### config.mk
export PLATFORM = sky130hd
export DESIGN_NAME = drive_terminal_logic
export DESIGN_NICKNAME = d
export VERILOG_FILES = /design/src/hw/drive_terminal_pkg.sv /design/src/hw/drive_terminal_logic.sv /design/src/hw/input_filter.sv /design/src/hw/logic_output.sv
export SDC_FILE = /design/constraint.sdc
export NUM_CORES = 1
export LEC_CHECK = 0
export ABC_AREA = 1
export BUFFER_PORTS_ARGS = -buffer_cell sky130_fd_sc_hd__clkbuf_2
export CORE_UTILIZATION = 39
export CTS_CLUSTER_DIAMETER = 50
export DETAILED_ROUTE_END_ITERATION = 7
export PLACE_DENSITY = 0.58
export SYNTH_ARGS = -nofsm -noshare
export SYNTH_HDL_FRONTEND = slang
export SYNTH_HIERARCHICAL = 1
export SYNTH_SLANG_ARGS = --single-unit
export TNS_END_PERCENT = 50
### constraint.sdc
create_clock -name clk_sys_i -period 3.7 [get_ports clk_sys_i]
set_input_delay 0.555 -clock clk_sys_i [delete_from_list [all_inputs] [get_ports clk_sys_i]]
set_output_delay 0.555 -clock clk_sys_i [all_outputs]
set_load 0.02 [all_outputs]
### src/hw/drive_terminal_pkg.sv
// package: constants, codes and carriers of the drive terminal logic
package drive_terminal_pkg;

  // ----------------------------------------------------------------
  // geometry
  // ----------------------------------------------------------------
  localparam int NUM_INPUTS = 7;
  localparam int NUM_LOGIC = 3;
  localparam int NUM_DOUT_FUNCS = 32;
  localparam int SEL_W = 5;
  localparam int OPER_W = 2;
  localparam int FUNC_W = 5;
  localparam int TIME_W = 8;
  localparam int ADDR_W = 8;
  localparam int DATA_W = 32;

  // ----------------------------------------------------------------
  // timing
  // ----------------------------------------------------------------
  localparam int CLK_HZ = 100_000_000;
  localparam int FILTER_UNIT_MS = 2;
  localparam int SETTLE_UNIT_MS = 10;
  localparam int FILTER_UNIT_CYC = CLK_HZ / 1000 * FILTER_UNIT_MS;
  localparam int SETTLE_UNIT_CYC = CLK_HZ / 1000 * SETTLE_UNIT_MS;
  localparam logic [TIME_W-1:0] TIME_MAX = 8'hC8;
  localparam logic [TIME_W-1:0] FILTER_RESET = 8'h01;
  localparam logic [TIME_W-1:0] SETTLE_RESET = 8'h00;

  // ----------------------------------------------------------------
  // operator and input function codes
  // ----------------------------------------------------------------
  typedef enum logic [1:0] {
    OP_AND = 2'h0,
    OP_OR = 2'h1,
    OP_XOR = 2'h2
  } logic_oper_e;

  localparam logic [FUNC_W-1:0] FN_FWD = 5'h00;
  localparam logic [FUNC_W-1:0] FN_REV = 5'h01;
  localparam logic [FUNC_W-1:0] FN_SPD0 = 5'h02;
  localparam logic [FUNC_W-1:0] FN_SPD3 = 5'h05;
  localparam logic [FUNC_W-1:0] FN_JOG = 5'h06;
  localparam logic [FUNC_W-1:0] FN_DCB = 5'h07;
  localparam logic [FUNC_W-1:0] FN_MOT2 = 5'h08;
  localparam logic [FUNC_W-1:0] FN_NONE = 5'h1F;

  // discrete-output codes barred as logic operands, then the operand reset code
  localparam logic [SEL_W-1:0] DO_LOG1 = 5'h1B;
  localparam logic [SEL_W-1:0] DO_LOG3 = 5'h1D;
  localparam logic [SEL_W-1:0] DO_OPTION = 5'h1E;
  localparam logic [SEL_W-1:0] DO_NONE = 5'h1F;
  localparam logic [SEL_W-1:0] SEL_RESET = 5'h00;

  // ----------------------------------------------------------------
  // register map (word index = address)
  // ----------------------------------------------------------------
  localparam logic [ADDR_W-1:0] A_LOGIC_BASE = 8'h00; // 3 per output
  localparam logic [ADDR_W-1:0] A_FILT_BASE = 8'h10;  // one per input
  localparam logic [ADDR_W-1:0] A_FUNC_BASE = 8'h20;  // one per input
  localparam logic [ADDR_W-1:0] A_SETTLE = 8'h30;
  localparam logic [ADDR_W-1:0] A_DOUT = 8'h31;
  localparam logic [ADDR_W-1:0] A_STATUS = 8'h32;
  localparam logic [ADDR_W-1:0] A_INPUTS = 8'h33;

  // ----------------------------------------------------------------
  // carriers
  // ----------------------------------------------------------------
  typedef struct packed {
    logic [SEL_W-1:0] opa;
    logic [SEL_W-1:0] opb;
    logic [OPER_W-1:0] oper;
  } logic_cfg_s;

  typedef struct packed {
    logic run_fwd;
    logic run_rev;
    logic jog;
    logic dc_brake;
    logic motor2;
    logic [3:0] speed_sel;
  } drive_cmd_s;

endpackage : drive_terminal_pkg

### src/hw/drive_terminal_logic.sv
// module: terminal logic top, registers, input decode and logic outputs
`timescale 1ns/1ps
`default_nettype none
module drive_terminal_logic
  import drive_terminal_pkg::*;
#(
  parameter int FILTER_CYC = FILTER_UNIT_CYC,
  parameter int SETTLE_CYC = SETTLE_UNIT_CYC
) (
  // clock and reset
  input wire logic clk_sys_i,
  input wire logic rst_n_i,
  // register port
  input wire logic [ADDR_W-1:0] addr_i,
  input wire logic [DATA_W-1:0] wdata_i,
  input wire logic wr_i,
  input wire logic rd_i,
  output logic [DATA_W-1:0] rdata_o,
  // terminals
  input wire logic [NUM_INPUTS-1:0] term_i,
  input wire logic [NUM_DOUT_FUNCS-1:0] dout_func_i,
  // results
  output logic [NUM_LOGIC-1:0] logic_out_o,
  output logic forward_run_input_o,
  output logic reverse_run_input_o,
  output logic jog_input_o,
  output logic external_dc_brake_input_o,
  output logic motor2_select_o,
  output logic run_o,
  output logic [3:0] speed_select_o
);

  // ----------------------------------------------------------------
  // configuration registers
  // ----------------------------------------------------------------
  logic_cfg_s logic_cfg [NUM_LOGIC];
  logic [TIME_W-1:0] filt_time [NUM_INPUTS];
  logic [FUNC_W-1:0] func_sel [NUM_INPUTS];
  logic [TIME_W-1:0] speed_code_settle_time;

  // clamp time settings to the legal range
  function automatic logic [TIME_W-1:0] clamp_time(input logic [TIME_W-1:0] v);
    return (v > TIME_MAX) ? TIME_MAX : v;
  endfunction : clamp_time

  // logic output settings, three words each
  genvar g;
  generate
    for (g = 0; g < NUM_LOGIC; g++) begin : g_lcfg
      localparam logic [ADDR_W-1:0] BASE = A_LOGIC_BASE + ADDR_W'(3 * g);
      always_ff @(posedge clk_sys_i or negedge rst_n_i) begin
        if (!rst_n_i) begin
          logic_cfg[g] <= '{SEL_RESET, SEL_RESET, OP_AND};
        end else if (wr_i) begin
          if (addr_i == BASE) logic_cfg[g].opa <= wdata_i[SEL_W-1:0];
          if (addr_i == BASE + 8'h01) logic_cfg[g].opb <= wdata_i[SEL_W-1:0];
          // codes above xor are held off
          if (addr_i == BASE + 8'h02 && wdata_i[OPER_W-1:0] <= OP_XOR)
            logic_cfg[g].oper <= wdata_i[OPER_W-1:0];
        end
      end
    end
  endgenerate

  // per-input response time and function select
  generate
    for (g = 0; g < NUM_INPUTS; g++) begin : g_icfg
      always_ff @(posedge clk_sys_i or negedge rst_n_i) begin
        if (!rst_n_i) begin
          filt_time[g] <= FILTER_RESET;
          func_sel[g] <= FN_NONE;
        end else if (wr_i) begin
          if (addr_i == A_FILT_BASE + ADDR_W'(g))
            filt_time[g] <= clamp_time(wdata_i[TIME_W-1:0]);
          if (addr_i == A_FUNC_BASE + ADDR_W'(g))
            func_sel[g] <= wdata_i[FUNC_W-1:0];
        end
      end
    end
  endgenerate

  always_ff @(posedge clk_sys_i or negedge rst_n_i) begin
    if (!rst_n_i) speed_code_settle_time <= SETTLE_RESET;
    else if (wr_i && addr_i == A_SETTLE)
      speed_code_settle_time <= clamp_time(wdata_i[TIME_W-1:0]);
  end

  // ----------------------------------------------------------------
  // input filtering
  // ----------------------------------------------------------------
  logic [NUM_INPUTS-1:0] filt;

  generate
    for (g = 0; g < NUM_INPUTS; g++) begin : g_filt
      input_filter #(
        .UNIT_CYC(FILTER_CYC)
      ) u_filt (
        .clk_sys_i(clk_sys_i),
        .rst_n_i(rst_n_i),
        .raw_i(term_i[g]),
        .units_i(filt_time[g]),
        .level_o(filt[g])
      );
    end
  endgenerate

  // ----------------------------------------------------------------
  // function decode: OR of every input assigned a given code
  // ----------------------------------------------------------------
  function automatic logic func_active(input logic [FUNC_W-1:0] code,
                                       input logic [NUM_INPUTS-1:0] lv,
                                       input logic [FUNC_W-1:0] sel [NUM_INPUTS]);
    logic hit;
    hit = 1'b0;
    for (int i = 0; i < NUM_INPUTS; i++) begin
      if (sel[i] == code && lv[i]) hit = 1'b1;
    end
    return hit;
  endfunction : func_active

  drive_cmd_s next_cmd;
  assign next_cmd.run_fwd = func_active(FN_FWD, filt, func_sel);
  assign next_cmd.run_rev = func_active(FN_REV, filt, func_sel);
  assign next_cmd.jog = func_active(FN_JOG, filt, func_sel);
  assign next_cmd.dc_brake = func_active(FN_DCB, filt, func_sel);
  assign next_cmd.motor2 = func_active(FN_MOT2, filt, func_sel);
  generate
    for (g = 0; g < 4; g++) begin : g_spd
      assign next_cmd.speed_sel[g] =
        func_active(FN_SPD0 + FUNC_W'(g), filt, func_sel);
    end
  endgenerate

  // ----------------------------------------------------------------
  // speed code settle: raw code must hold the settle time
  // ----------------------------------------------------------------
  logic [3:0] spd_seen;
  logic [3:0] spd_accepted;
  logic [31:0] settle_cyc;
  logic [TIME_W-1:0] settle_units;
  wire settle_tick = (settle_cyc == 32'(SETTLE_CYC - 1));
  wire spd_pending = (next_cmd.speed_sel != spd_accepted);
  wire spd_moved = (next_cmd.speed_sel != spd_seen);
  wire spd_take = spd_pending && !spd_moved &&
                  (speed_code_settle_time == '0 ||
                   (settle_tick && settle_units + 8'h01 >= speed_code_settle_time));

  // a zero setting accepts one cycle after the code is seen
  always_ff @(posedge clk_sys_i or negedge rst_n_i) begin
    if (!rst_n_i) begin
      spd_seen <= 4'h0;
      spd_accepted <= 4'h0;
      settle_cyc <= '0;
      settle_units <= '0;
    end else begin
      spd_seen <= next_cmd.speed_sel;
      if (spd_moved || !spd_pending || spd_take) begin
        settle_cyc <= '0; // any change restarts the wait
        settle_units <= '0;
      end else if (settle_tick) begin
        settle_cyc <= '0;
        settle_units <= settle_units + 8'h01;
      end else begin
        settle_cyc <= settle_cyc + 32'h1;
      end
      if (spd_take) spd_accepted <= spd_seen;
    end
  end

  // ----------------------------------------------------------------
  // logic outputs
  // ----------------------------------------------------------------
  logic [NUM_LOGIC-1:0] next_logic;

  generate
    for (g = 0; g < NUM_LOGIC; g++) begin : g_log
      logic_output u_log (
        .cfg_i(logic_cfg[g]),
        .dout_i(dout_func_i),
        .value_o(next_logic[g])
      );
    end
  endgenerate

  // ----------------------------------------------------------------
  // registered outputs
  // ----------------------------------------------------------------
  always_ff @(posedge clk_sys_i or negedge rst_n_i) begin
    if (!rst_n_i) begin
      logic_out_o <= '0;
      forward_run_input_o <= 1'b0;
      reverse_run_input_o <= 1'b0;
      jog_input_o <= 1'b0;
      external_dc_brake_input_o <= 1'b0;
      motor2_select_o <= 1'b0;
      run_o <= 1'b0;
      speed_select_o <= 4'h0;
    end else begin
      logic_out_o <= next_logic;
      forward_run_input_o <= next_cmd.run_fwd;
      reverse_run_input_o <= next_cmd.run_rev;
      jog_input_o <= next_cmd.jog;
      external_dc_brake_input_o <= next_cmd.dc_brake;
      motor2_select_o <= next_cmd.motor2;
      // stop mode unless one of the run sources is active
      run_o <= next_cmd.run_fwd | next_cmd.run_rev | next_cmd.jog;
      speed_select_o <= spd_accepted;
    end
  end

  // ----------------------------------------------------------------
  // register read, data valid one cycle after the strobe
  // ----------------------------------------------------------------
  logic [DATA_W-1:0] rd_mux;
  always_comb begin
    rd_mux = '0; // unmapped addresses read zero
    for (int i = 0; i < NUM_LOGIC; i++) begin
      if (addr_i == A_LOGIC_BASE + ADDR_W'(3 * i))
        rd_mux = DATA_W'(logic_cfg[i].opa);
      if (addr_i == A_LOGIC_BASE + ADDR_W'(3 * i + 1))
        rd_mux = DATA_W'(logic_cfg[i].opb);
      if (addr_i == A_LOGIC_BASE + ADDR_W'(3 * i + 2))
        rd_mux = DATA_W'(logic_cfg[i].oper);
    end
    for (int i = 0; i < NUM_INPUTS; i++) begin
      if (addr_i == A_FILT_BASE + ADDR_W'(i)) rd_mux = DATA_W'(filt_time[i]);
      if (addr_i == A_FUNC_BASE + ADDR_W'(i)) rd_mux = DATA_W'(func_sel[i]);
    end
    if (addr_i == A_SETTLE) rd_mux = DATA_W'(speed_code_settle_time);
    if (addr_i == A_DOUT) rd_mux = DATA_W'(logic_out_o);
    if (addr_i == A_STATUS)
      rd_mux = DATA_W'({spd_accepted, run_o, motor2_select_o,
                        external_dc_brake_input_o, jog_input_o,
                        reverse_run_input_o, forward_run_input_o});
    if (addr_i == A_INPUTS) rd_mux = DATA_W'(filt);
  end

  always_ff @(posedge clk_sys_i or negedge rst_n_i) begin
    if (!rst_n_i) rdata_o <= '0;
    else if (rd_i) rdata_o <= rd_mux;
    else rdata_o <= '0;
  end

  // ----------------------------------------------------------------
  // assertions
  // ----------------------------------------------------------------
  // reference xor of output 0, formed apart from the output cell
  wire xor0_ref = dout_func_i[logic_cfg[0].opa] ^
                  dout_func_i[logic_cfg[0].opb];
  wire xor0_plain = (logic_cfg[0].opa < DO_LOG1) &&
                    (logic_cfg[0].opb < DO_LOG1);
  property p_xor_out;
    @(posedge clk_sys_i) disable iff (!rst_n_i)
    (logic_cfg[0].oper == OP_XOR && xor0_plain) |=>
      logic_out_o[0] == $past(xor0_ref);
  endproperty
  a_xor_out: assert property (p_xor_out)
    else $error("logic output 0 lags its operator result");

  property p_barred;
    @(posedge clk_sys_i) disable iff (!rst_n_i)
    (logic_cfg[1].opa == DO_NONE && logic_cfg[1].oper == OP_AND) |-> !next_logic[1];
  endproperty
  a_barred: assert property (p_barred)
    else $error("unassigned operand did not read as zero");

  property p_oper_legal;
    @(posedge clk_sys_i) disable iff (!rst_n_i)
    logic_cfg[2].oper <= OP_XOR;
  endproperty
  a_oper_legal: assert property (p_oper_legal)
    else $error("operator code out of range");

  property p_time_range;
    @(posedge clk_sys_i) disable iff (!rst_n_i)
    filt_time[0] <= TIME_MAX && speed_code_settle_time <= TIME_MAX;
  endproperty
  a_time_range: assert property (p_time_range)
    else $error("time setting above its range");

  property p_fwd;
    @(posedge clk_sys_i) disable iff (!rst_n_i)
    next_cmd.run_fwd |=> forward_run_input_o && run_o;
  endproperty
  a_fwd: assert property (p_fwd)
    else $error("forward input did not run the drive");

  property p_stop;
    @(posedge clk_sys_i) disable iff (!rst_n_i)
    !(next_cmd.run_fwd || next_cmd.run_rev || next_cmd.jog) |=> !run_o;
  endproperty
  a_stop: assert property (p_stop)
    else $error("drive ran with no run input");

  property p_spd_stable;
    @(posedge clk_sys_i) disable iff (!rst_n_i)
    $changed(spd_accepted) |-> $past(next_cmd.speed_sel, 2) == spd_accepted;
  endproperty
  a_spd_stable: assert property (p_spd_stable)
    else $error("speed code accepted before it settled");

  property p_spd_out;
    @(posedge clk_sys_i) disable iff (!rst_n_i)
    ##1 speed_select_o == $past(spd_accepted);
  endproperty
  a_spd_out: assert property (p_spd_out)
    else $error("speed select output not the accepted code");

endmodule : drive_terminal_logic
`default_nettype wire

### src/hw/input_filter.sv
// module: response-time filter of one input terminal
`timescale 1ns/1ps
`default_nettype none
module input_filter
  import drive_terminal_pkg::*;
#(
  parameter int UNIT_CYC = FILTER_UNIT_CYC
) (
  // clock and reset
  input wire logic clk_sys_i,
  input wire logic rst_n_i,
  // raw pin and setting
  input wire logic raw_i,
  input wire logic [TIME_W-1:0] units_i,
  // result
  output logic level_o
);

  // ----------------------------------------------------------------
  // three-stage synchroniser, change counted once stages 2 and 3 agree
  // ----------------------------------------------------------------
  logic [2:0] sync;
  logic agreed;
  logic [31:0] cyc;
  logic [TIME_W-1:0] units;
  wire stable = (sync[1] == sync[2]);
  wire differs = stable && (sync[2] != agreed);
  wire unit_tick = (cyc == 32'(UNIT_CYC - 1));
  wire done = differs && ((units_i == '0) || (unit_tick && units + 8'h01 >= units_i));

  always_ff @(posedge clk_sys_i or negedge rst_n_i) begin
    if (!rst_n_i) sync <= 3'h0;
    else sync <= {sync[1:0], raw_i};
  end

  // new level held for the programmed time before it passes
  always_ff @(posedge clk_sys_i or negedge rst_n_i) begin
    if (!rst_n_i) begin
      agreed <= 1'b0;
      cyc <= '0;
      units <= '0;
    end else if (!differs || done) begin
      cyc <= '0; // any bounce back restarts the wait
      units <= '0;
      if (done) agreed <= sync[2];
    end else if (unit_tick) begin
      cyc <= '0;
      units <= units + 8'h01;
    end else begin
      cyc <= cyc + 32'h1;
    end
  end

  assign level_o = agreed;

endmodule : input_filter
`default_nettype wire

### src/hw/logic_output.sv
// module: one programmable logic output combining two discrete outputs
`timescale 1ns/1ps
`default_nettype none
module logic_output
  import drive_terminal_pkg::*;
(
  // configuration and sources
  input wire logic_cfg_s cfg_i,
  input wire logic [NUM_DOUT_FUNCS-1:0] dout_i,
  // result
  output logic value_o
);

  // barred operands read as zero
  function automatic logic pick(input logic [SEL_W-1:0] s,
                                input logic [NUM_DOUT_FUNCS-1:0] d);
    if ((s >= DO_LOG1 && s <= DO_LOG3) || s == DO_OPTION || s == DO_NONE)
      return 1'b0;
    return d[s];
  endfunction : pick

  wire opa = pick(cfg_i.opa, dout_i);
  wire opb = pick(cfg_i.opb, dout_i);

  // operator select
  assign value_o = (cfg_i.oper == OP_OR) ? (opa | opb) :
                   (cfg_i.oper == OP_XOR) ? (opa ^ opb) : (opa & opb);

endmodule : logic_output
`default_nettype wire

==> flow_summary.toml <==
[outcome]
status = "complete, no violations"

[clock_network]
clkSinkCount = 514
clk_latency_ns = 0.63
cts_buffers = 78
clock-root-buffer = "clkbuf_16"
max-clock-path-buffers = 3
cts_tree = "built"
cts_post_setup_buffers_inserted = 0
htree_num_levels = 3
clk_pin_slew_worst_paths_ns = 0.06
cts_resized = 0

[sta]
worst_pin_slew_ns = 0.818
fin_crit_ns = 2.99
rsz0062_at_grt = "no"
slew_viol_final = 0
finalSetupViolCount = 0
min_period_over_period_pct = 80.8
fmax_mhz = 335
relSlewSlack_pct = 45.2
finClkSkew_ns = 0.0295
setup_tns_ns = 0
hold_viol = 0

[worst_setup_path]
cp_max_fo = 13
r2r_start = "g_filt[0].u_filt/level_o$_DFFE_PN0P_"
startpoint_type = "flip-flop"
worstSetupEndpointType = "flip-flop"
reg2reg_slack_ns = 0.71
worst-r2r-cell-count = 16
crit_start = "g_filt[0].u_filt/level_o$_DFFE_PN0P_"
rr_endpoint = "settle_cyc[6]$_DFF_PN0_"
critical_path_class = "flip-flop to flip-flop"
critPathRequiredTime_ns = 4.25
worstPathArrival_ns = 3.54
crit_path_end = "settle_cyc[6]$_DFF_PN0_"

[layout]
drive_gt1_share_pct = 9.69
final_util_pct = 44.5
areaGrowthSynthToFinish_pct = 12.7
layout.nets = 4934
fin_area_sq_um = 37300

[logic_synthesis]
syn_avg_cell_area_sq_um = 7.13
yosysUniqueCellTypes = 63
synth_adder_area_share_pct = 3.25
netlist_area_sq_um = 33100
synth_simple_gate_area_share_pct = 36.8
ys.flop_type = "dfrtp_1"
synth_edf_count = 0
synth_seq_cells = 514
yosys.area.top_type = "dfrtp_1"
synth.top_cell.area_share_pct = 35.7
ys_seq_area_share_pct = 39.0
synth-compound-area-share_pct = 6.70
synthCells = 4642
synth.area.top_cells = "dfrtp_1, nand2_1, nor2_1"
async_flop_share_pct = 100
synth_xor_xnor_area_share_pct = 5.50
synth.mux.area_fraction_pct = 0.102
synth_top_family_by_area = "simple AND/OR/NAND/NOR gates"
ys_warn_count = 6

[detailed_routing]
routed_wl_um = 91000
drt_first_pass_iters = 6
antenna_left = 0
vias = 29400
wl_per_cell_um = 15.3
routed_via_density = 4.92
drtIter0Drc = 1943
drc = 0

[min_path]
hold_path.class = "input port to flip-flop"
min-delay-start = "term_i[0]"

[power_and_ir_drop]
p_per_area_nw_per_um2 = 413
vdd_drop_max_mv = 0.525
p_leak_nw = 17.4

[die]
die-area_sq_um = 86100
die_w_um = 293
start_util_pct = 39.5
rows = 106
core_area_sq_um = 83800
die_h_um = 293
ios = 128

[global_route]
grt-ovfl-total = 0
antenna_found_initial = 6
grt_pass1_wl_um = 149000
grt_max_degree = 117
grt_usage_pct = 21.5
grt_pass1_vias = 28200

[placed_design]
post-dp-hpwl_um = 68000
gp_congestion = 0.961
port_buffers = 81
placed_area_sq_um = 34500

[flow_run]
maxCapViolCount = 0
==> stage by stage <==
stage               power [W]  hold WS [ns]  setup WS (ns)  instances
floorplan             0.00711         0.259           1.14       4663
global placement      0.00764         0.334          0.705       5818
detailed placement    0.00765         0.335          0.655       5818
CTS                    0.0156        0.0178          0.712       5963
global route           0.0161        0.0256          0.314       5966
finish                 0.0154        0.0526          0.712       5967
==> layout by cell type (no fill, tap or decap), types with 42 or more instances in the layout <==
cell type / n
a21oi_1: 102
clkbuf_16: 80
clkbuf_2: 80
dfrtp_1: 472
dfstp_2: 42
ha_1: 86
inv_1: 510
nand2_1: 1415
nand3_1: 256
nand4_1: 101
nor2_1: 759
nor3_1: 91
o21ai_0: 201
xnor2_1: 58
xor2_1: 150
==> state kept, by name, indices dropped and copies added, names as in the netlist, 3 cells and up <==
| name | count |
|---|---|
| filt_time | 56 |
| settle_cyc | 32 |
| settle_units | 8 |
| logic_cfg | 36 |
| rdata_o | 10 |
| spd_seen | 4 |
| speed_code_settle_time | 8 |
| g_filt.u_filt/cyc | 224 |
| g_filt.u_filt/units | 56 |
| spd_accepted | 4 |
| g_filt.u_filt/level_o | 7 |
| g_filt.u_filt/sync | 21 |
| func_sel | 35 |
| logic_out_o | 3 |
| speed_select_o | 4 |
==> area by class of cell <==
type / instances / area, sq um
Antenna cell: 4 / 10.0
Clock buffer: 99 / 2160
Clock inverter: 45 / 622
Fill cell: 8720 / 46500
Inverter: 542 / 2040
Multi-Input combinational cell: 3513 / 17400
Sequential cell: 514 / 12900
Tap cell: 1134 / 1420
Timing Repair Buffer: 116 / 756
==> cells by family (layout without fill, tap and decap cells) <==
group                    Yosys count  count (layout)
flip-flops                       514             514
multiplexers                       3               3
AND/OR/NAND/NOR                 2802            2802
adder cells (fa/ha/maj)           86              86
buffers and inverters            636             802
AO/OA/AOI/OAI                    392             392
other                              1              26
XOR/XNOR                         208             208
==> routing by layer <==
metal | wire length, um | vias to the layer above | track usage, % | share of wire [%]
li1 | - | 15000 | - | -
met5 | 34 | - | 0 | 0.037
met2 | 40000 | 628 | 33.3 | 44
met4 | 1940 | 6 | 5.30 | 2.1
met1 | 43600 | 13600 | 30.7 | 48
met3 | 5400 | 136 | 4.11 | 5.9
==> critical path, cell delays in order, from the launching register on <==
cell and delay, ns:
dfrtp_1 0.58, inv_1 0.08, nor2_1 0.14, inv_1 0.07
nor3_1 0.35, nand3_1 0.22, o2111ai_2 0.20, or2_1 0.15
nand4_1 0.11, nor3_2 0.19, nand2_1 0.09, nor2_2 0.18
inv_2 0.06, nor2_2 0.09, inv_1 0.05, buf_4 0.19
nor3b_1 0.17
==> where the power goes <==
group / leakage [nW] / total, W / internal (W) / switching [W]
registers: 6.91 / 0.00605 / 0.00581 / 0.000240
clock network: 1.35 / 0.00786 / 0.00502 / 0.00284
logic: 9.13 / 0.00150 / 0.000423 / 0.00107
total: 17.4 / 0.0154 / 0.0113 / 0.00415
==> synthesized netlist by cell type, types with 6 or more instances <==
cell type and count:
a21oi_1 102, a21oi_2 9, a221oi_1 6, a31o_2 7, a31oi_1 8, and2_1 7, buf_4 22, buf_6 52
clkbuf_1 16, clkinv_1 10, clkinv_2 7, dfrtp_1 472, dfstp_2 42, ha_1 86, inv_1 510, inv_2 15
nand2_1 1415, nand3_1 256, nand3_2 29, nand3_4 7, nand3b_1 7, nand3b_4 7, nand4_1 101, nor2_1 759
nor2_2 24, nor2_8 7, nor3_1 91, nor3_2 11, nor4_1 26, o21a_1 7, o21ai_0 201, o21ai_1 7
o21bai_1 14, o22ai_1 6, or2_2 31, xnor2_1 58, xor2_1 150
==> worst min-delay path by stage <==
stage | endpoint | slack [ns] | cells after the start
after detailed placement | g_filt[5].u_filt/sync[1]$_DFF_PN0_ | 0.33 | 0
after global placement | g_filt[0].u_filt/sync[1]$_DFF_PN0_ | 0.33 | 0
final | g_filt[0].u_filt/sync[0]$_DFF_PN0_ | 0.05 | 1
after global routing | g_filt[3].u_filt/sync[0]$_DFF_PN0_ | 0.03 | 1
after CTS | g_filt[0].u_filt/sync[0]$_DFF_PN0_ | 0.02 | 1
after floorplan | external_dc_brake_input_o$_DFF_PN0_ | 0.26 | 0
==> what timing repair did <==
| item | in CTS | in global routing |
|---|---|---|
| endpoints found under the setup margin | 0 | 0 |
| hold buffers | 1 | 0 |
| endpoints found under the hold margin | 43 | 0 |
No activity file was read; power rests on OpenSTA's default activity.
